[config.mk]
export PLATFORM = sky130hd
export DESIGN_NAME = serial_slave_memory_port
export DESIGN_NICKNAME = d
export VERILOG_FILES = /design/src/hw/serial_port_pkg.sv /design/src/hw/serial_slave_memory_port.sv
export SDC_FILE = /design/constraint.sdc
export NUM_CORES = 1
export LEC_CHECK = 0
export BUFFER_PORTS_ARGS = -buffer_cell sky130_fd_sc_hd__buf_4
export CORE_MARGIN = 2
export CORE_UTILIZATION = 30
export DETAILED_ROUTE_END_ITERATION = 7
export GPL_TIMING_DRIVEN = 0
export PLACE_DENSITY = 0.55
export SKIP_LAST_GASP = 1
export SYNTH_ARGS = -nofsm -noshare
export SYNTH_HDL_FRONTEND = slang
export SYNTH_SLANG_ARGS = --single-unit
export TNS_END_PERCENT = 5
[constraint.sdc]
create_clock -name clk -period 18 [get_ports clk]
set_clock_uncertainty 0.2 [all_clocks]
set_input_delay 0.9 -clock clk [delete_from_list [all_inputs] [get_ports clk]]
set_output_delay 0.9 -clock clk [all_outputs]
set_load 0.01 [all_outputs]
[src/hw/serial_port_pkg.sv]
// Purpose: Shared constants and types for the two-wire slave memory port
// Assumes: 10 MHz system clock, bus clock from the master
// Notes:   Storage is 64 bytes, clock bytes first, then RAM
package serial_port_pkg;

    localparam logic [6:0] SLAVE_ADDR     = 7'h68;
    localparam int         MEM_DEPTH      = 64;
    localparam int         PTR_W          = 6;
    localparam logic [5:0] PTR_RESET      = 6'h00;
    localparam logic [5:0] PTR_LAST       = 6'h3F;
    localparam logic [7:0] BYTE_RESET     = 8'h00;
    localparam logic [3:0] BIT_LAST       = 4'h7;
    localparam logic [3:0] BIT_RESET      = 4'h0;
    localparam int         RW_BIT         = 0;
    localparam int         CLOCK_BYTES    = 8;

    typedef enum logic [2:0] {
        ST_IDLE,
        ST_ADDR,
        ST_ADDR_ACK,
        ST_OFFSET,
        ST_WR_ACK,
        ST_TX,
        ST_TX_ACK,
        ST_IGNORE
    } port_state_t;

    typedef struct packed {
        logic scl;
        logic sda;
    } bus_pins_t;

    typedef struct packed {
        logic       wr_en;
        logic [5:0] addr;
        logic [7:0] data;
    } mem_write_t;

endpackage : serial_port_pkg

[src/hw/serial_slave_memory_port.sv]
// Purpose: Two-wire slave port giving byte access to 64 bytes of storage
// Assumes: Bus lines sampled by clk; supply_ok synchronised here
// Notes:   Tags below mark the logic of each rule
// Functional notes
// - Respond only to slave address D0h
// - Sixty-four bytes: clock bytes then RAM
// - Supply loss aborts transfer, clears pointer
// - Ignore bus while supply is low
// - Data changes only while clock low
// - Start: data falls while clock high
// - Stop: data rises while clock high
// - Bytes of eight plus acknowledge bit
// - Acknowledge each received byte low
// - Release data on master no-acknowledge
// - Random read via offset write, restart
// - Read pointer advances on master acknowledge
// - Read without offset uses held pointer
// - First write byte loads word offset
// - Acknowledge address and each write byte
// - Deselect and block writes on decay
`timescale 1ns/10ps
module serial_slave_memory_port
    import serial_port_pkg::*;
(
    input  wire logic       clk,
    input  wire logic       sys_rst,
    input  wire logic       scl_in,
    input  wire logic       sda_in,
    input  wire logic       supply_ok,
    output logic            sda_out,
    output logic            sda_oe,
    output logic [5:0]      word_offset,
    output logic            busy
);

    // ==========================================
    // State record
    typedef struct packed {
        bus_pins_t   s1;
        bus_pins_t   s2;
        bus_pins_t   prev;
        logic        pwr1;
        logic        pwr2;
        port_state_t state;
        logic [3:0]  bit_cnt;
        logic [7:0]  shreg;
        logic [5:0]  ptr;
        logic        rd_mode;
        logic        sda_oe;
        logic        busy;
        logic        offset_next;
        logic [MEM_DEPTH-1:0][7:0] mem;
    } state_s_t;

    state_s_t s_q;
    state_s_t s_d;

    // ==========================================
    // Helper functions
    function automatic logic [5:0] next_ptr(input logic [5:0] p);
        next_ptr = (p == PTR_LAST) ? PTR_RESET : p + 6'h01;
    endfunction : next_ptr

    // Open drain: enable the driver for a zero bit
    function automatic logic pull_low(input logic b);
        pull_low = ~b;
    endfunction : pull_low

    function automatic logic own_address(input logic [7:0] b);
        own_address = (b[7:1] == SLAVE_ADDR);
    endfunction : own_address

    function automatic logic [7:0] shift_in(input logic [7:0] sr, input logic b);
        shift_in = {sr[6:0], b};
    endfunction : shift_in

    // ==========================================
    // Bus event detection
    logic scl_rise;
    logic scl_fall;
    logic start_det;
    logic stop_det;
    logic powered;

    always_comb begin
        scl_rise  = s_q.s2.scl & ~s_q.prev.scl;
        scl_fall  = ~s_q.s2.scl & s_q.prev.scl;
        // Clock high in two samples guards against skew
        // start detect
        start_det = s_q.s2.scl & s_q.prev.scl & s_q.prev.sda & ~s_q.s2.sda;
        stop_det  = s_q.s2.scl & s_q.prev.scl & ~s_q.prev.sda & s_q.s2.sda;
        powered   = s_q.pwr2;
    end

    // ==========================================
    // Next state
    always_comb begin
        s_d         = s_q;
        // Pins and supply pass two flops
        s_d.s1.scl  = scl_in;
        s_d.s1.sda  = sda_in;
        s_d.s2      = s_q.s1;
        s_d.prev    = s_q.s2;
        s_d.pwr1    = supply_ok;
        s_d.pwr2    = s_q.pwr1;

        // ==========================================
        // Supply and framing
        if (!powered) begin
            s_d.state   = ST_IDLE;
            s_d.ptr     = PTR_RESET;
            s_d.sda_oe  = 1'b0;
            s_d.bit_cnt = BIT_RESET;
            s_d.busy    = 1'b0;
            s_d.offset_next = 1'b0;
        end else if (stop_det) begin
            s_d.state  = ST_IDLE;
            s_d.sda_oe = 1'b0;
            s_d.busy   = 1'b0;
        end else if (start_det) begin
            s_d.state   = ST_ADDR;
            s_d.bit_cnt = BIT_RESET;
            s_d.sda_oe  = 1'b0;
            s_d.busy    = 1'b1;
            s_d.offset_next = 1'b0;
        end else begin
            // ==========================================
            // Byte engine
            case (s_q.state)
                ST_IDLE: begin
                    s_d.sda_oe = 1'b0;
                end

                ST_IGNORE: begin
                    s_d.sda_oe = 1'b0;
                end

                ST_ADDR: begin
                    if (scl_rise) begin
                        s_d.shreg   = shift_in(s_q.shreg, s_q.s2.sda);
                        s_d.bit_cnt = s_q.bit_cnt + 4'h1;
                    end
                    if (scl_fall && s_q.bit_cnt == 4'h8) begin
                        s_d.bit_cnt = BIT_RESET;
                        if (own_address(s_q.shreg)) begin
                            s_d.sda_oe  = 1'b1;
                            s_d.rd_mode = s_q.shreg[RW_BIT];
                            s_d.state   = ST_ADDR_ACK;
                        end else begin
                            s_d.state = ST_IGNORE;
                            s_d.busy  = 1'b0;
                        end
                    end
                end

                ST_OFFSET: begin
                    if (scl_rise) begin
                        s_d.shreg   = shift_in(s_q.shreg, s_q.s2.sda);
                        s_d.bit_cnt = s_q.bit_cnt + 4'h1;
                    end
                    if (scl_fall && s_q.bit_cnt == 4'h8) begin
                        s_d.bit_cnt = BIT_RESET;
                        s_d.sda_oe  = 1'b1;
                        s_d.state   = ST_WR_ACK;
                        if (s_q.offset_next) begin
                            s_d.ptr = s_q.shreg[5:0];
                        end else begin
                            // Reached only while powered
                            s_d.mem[s_q.ptr] = s_q.shreg;
                        end
                    end
                end

                ST_ADDR_ACK: begin
                    if (scl_fall) begin
                        s_d.bit_cnt = BIT_RESET;
                        if (s_q.rd_mode) begin
                            s_d.shreg  = s_q.mem[s_q.ptr];
                            s_d.sda_oe = pull_low(s_q.mem[s_q.ptr][7]);
                            s_d.state  = ST_TX;
                        end else begin
                            // Write frame: next byte is the offset
                            s_d.sda_oe      = 1'b0;
                            s_d.offset_next = 1'b1;
                            s_d.state       = ST_OFFSET;
                        end
                    end
                end

                ST_WR_ACK: begin
                    // Release after the clock fall, never while high
                    if (scl_fall) begin
                        s_d.sda_oe      = 1'b0;
                        s_d.offset_next = 1'b0;
                        if (!s_q.offset_next) begin
                            s_d.ptr = next_ptr(s_q.ptr);
                        end
                        s_d.state = ST_OFFSET;
                    end
                end

                ST_TX: begin
                    if (scl_fall) begin
                        if (s_q.bit_cnt == BIT_LAST) begin
                            s_d.sda_oe  = 1'b0;
                            s_d.bit_cnt = BIT_RESET;
                            s_d.state   = ST_TX_ACK;
                        end else begin
                            s_d.shreg   = {s_q.shreg[6:0], 1'b0};
                            s_d.sda_oe  = pull_low(s_q.shreg[6]);
                            s_d.bit_cnt = s_q.bit_cnt + 4'h1;
                        end
                    end
                end
                ST_TX_ACK: begin
                    if (scl_rise) begin
                        if (!s_q.s2.sda) begin
                            s_d.ptr = next_ptr(s_q.ptr);
                            s_d.bit_cnt = 4'h1;
                        end else begin
                            s_d.state = ST_IGNORE;
                        end
                    end
                    if (scl_fall && s_q.bit_cnt == 4'h1) begin
                        s_d.shreg   = s_q.mem[s_q.ptr];
                        s_d.sda_oe  = pull_low(s_q.mem[s_q.ptr][7]);
                        s_d.bit_cnt = BIT_RESET;
                        s_d.state   = ST_TX;
                    end
                end
                default: begin
                    s_d.state  = ST_IDLE;
                    s_d.sda_oe = 1'b0;
                end
            endcase
        end
    end

    // ==========================================
    // State register
    always_ff @(posedge clk or posedge sys_rst) begin
        if (sys_rst) begin
            // Pins start idle high: no false edge after reset
            s_q.s1      <= '1;
            s_q.s2      <= '1;
            s_q.prev    <= '1;
            s_q.pwr1    <= 1'b0;
            s_q.pwr2    <= 1'b0;
            s_q.state   <= ST_IDLE;
            s_q.bit_cnt <= BIT_RESET;
            s_q.shreg   <= BYTE_RESET;
            s_q.ptr     <= PTR_RESET;
            s_q.rd_mode <= 1'b0;
            s_q.sda_oe  <= 1'b0;
            s_q.busy    <= 1'b0;
            s_q.offset_next <= 1'b0;
            for (int i = 0; i < MEM_DEPTH; i++) begin
                s_q.mem[i] <= BYTE_RESET;
            end
        end else begin
            s_q <= s_d;
        end
    end

    // ==========================================
    // Pin outputs
    always_comb begin
        sda_out     = 1'b0;
        sda_oe      = s_q.sda_oe;
        word_offset = s_q.ptr;
        busy        = s_q.busy;
    end

endmodule : serial_slave_memory_port

==> run metrics <==
clk_lat worst skew 0.63 ns; Setup CP Type reg -> reg; Main synth FF type dfrtp_1; global-route wire length before repair 125000 microns; Setup Fix Bufs, Post-CTS 0; Yosys warnings 0; Placed Area 0.02750 sq mm; gpl congestion 0.9612; Ports 14; Syn Nets 1927; DRT Pass-1 Iters 6; Distinct cells, synth 75; status completed; share of layout cells above drive strength 1 38.12%; most frequent cells in the layout 539 x dfrtp_1, 509 x mux2_2, 107 x clkbuf_1, 90 x mux2i_1, 78 x nand2_1; top cells by area, synth dfrtp_1 52%, mux2_2 22%, mux4_2 5.3%; GR Util All Layers 19.06%; Vias/cell 5.453; pre-CTS setup slack 13.45 ns; Port Buffers 12; CP max stage delay 0.74 ns; Worst setup EP type register; Seq/Total Area, Yosys 52.80%; nature of the critical path startpoint register; Setup-failing EPs final 0; Die Ht 297.5 microns; post-layout power 2.614 mW; Post-Route WL 85480 microns; die width 297.5 microns; clock-pin slew on the worst setup and hold paths 0.07 ns; Hold Path Class in -> async; Synth area leader dfrtp_1; CTS tree done; Post-CTS Resized 0; Final Cell Area 0.02945 sq mm; DRC errors left 0; Data required, critical path 18.28 ns; Slew Viols, Final 0; starting density of the core 30.30%; hold buffer count at cts 0; Placed Instances 3079; mapped cell area 0.02584 sq mm; PnR worst setup slack 13.28 ns; Synth top area share 52.19%; die area 0.08851 sq mm; Final Hold Slack 0.1370 ns; worst slew pin tran 1.348 ns; post-DP HPWL 59940 microns; storage element area 0.01365 sq mm; most common cell after layout, fill and taps aside dfrtp_1; ys async rst share 100.0%; crit-path cells buf_2 > buf_2 > nand2b_1 > clkbuf_1 > o22ai_1 > a21oi_1 > o22ai_1 > nor4_1 > o21ai_0; Detail Route Antenna Nets 0; Post-synth EDFFs 0; footprint of the multi-input gates 0.01152 sq mm; Max Fclk 211.9 MHz; core area 0.08528 sq mm; Setup TNS 0 ns; post-layout min period 4.720 ns; initial antenna violation count 1; root buffer cell clkbuf_16; area grow syn2layout 13.97%; post-route insts no fill 3186; largest net degree at the start of global routing 136; Vias 17370; clk sinks 545; max-slew headroom at the worst pin 9.456%; vias in the first global route 17920; TritonCTS buffer count 58; num rows 107; cells after synthesis 1918; P_leak 13.43 nW; reg2reg setup slack 13.28 ns; Detailed Route Iter0 Violations 1714; H-tree depth 2; CP Data Arrival Time 5.00 ns; Crit-path slowest cell clkbuf_1; RSZ-0062 raised after global routing false; Synth Area per Inst 13.47 sq um; Power per Cell Area 88.74 mW/mm^2; peak supply drop 0.06732 mV; mean routed wirelength per cell 26.83 microns; clk buf depth 3; CP Max Fanout 10; Final Hold Viols 0; Fillers 8268; Yosys reg bits 545; gr ovfl total 0; fin crit share 26.22%; Final Net Count 2004; Finished Core Util 34.54%; max-cap violation count 0
worst max-delay path: cells and delay by family, from the launching register on:
family	cells	cell delay [ns]
flops	1	0.69
simple gates	2	1.09
buf+inv	3	1.67
compound gates	4	0.88
synthesized netlist by cell type (15+ instances only):
cell type    n
nand3_1     15
o21ai_0     52
o22ai_1     38
buf_1       22
mux4_2      61
mux2_1      15
nor2_1      35
nand2_2     21
nor2b_1     16
a21oi_1     52
nand2_1     78
dfrtp_1    539
clkbuf_1    98
buf_2       22
mux2i_1     90
mux2_2     509
a221oi_1    46
final cells by class:
class | count | share of cell area [%]
timing repair buffer | 17 | 0.7179
buffer | 151 | 2.132
antenna | 1 | 0.008496
inverter | 15 | 0.2166
sequential | 545 | 46.33
tap | 1144 | 4.860
multi-input combinational | 1207 | 39.11
clock buffer | 90 | 6.155
clock inverter | 16 | 0.4758
path summary, 6_finish.rpt:
path / from / end / cells after the start
hold / removal: sys_rst / s_q[535] / 2
min in group clk: s_d[537] / powered / 0
setup reg to reg: word_offset[0] / s_q[529] / 9
setup / recovery: word_offset[0] / s_q[529] / 9
max in group asynchronous: sys_rst / asynchronous set/reset pin / 4
hold reg to reg: s_d[537] / powered / 0
cell families after synthesis:
kind of cell               after synthesis  synth area share, %
AOI/OAI and AO/OA                      271                7.248
xor gates and xnor gates                 3               0.1017
adders and majority gates                4               0.1937
buffers and inverters                  166                2.648
DFF                                    545                52.80
muxes                                  675                31.63
other                                    1              0.01451
and+or+nand+nor                        253                5.359
report_power, final:
group / total (mW) / leakage (nW) / switching [mW] / internal, mW
Sequential: 1.24 / 7.58 / 0.0113 / 1.23
Combinational: 0.146 / 4.87 / 0.123 / 0.0234
Clock: 1.23 / 0.976 / 0.510 / 0.716
metal layers:
| metal | wire, microns | share of wire, % | vias to the layer above | global-route usage (%) |
|---|---|---|---|---|
| met1 | 37090 | 43 | 9274 | 26.06 |
| met2 | 39450 | 46 | 615 | 30.21 |
| met4 | 3301 | 3.9 | 0 | 7.480 |
| met5 | 0 | 0 | - | 0 |
| li1 | - | - | 7318 | - |
| met3 | 5639 | 6.6 | 167 | 3.104 |
Note: power is estimated with default switching activity, not from simulation.
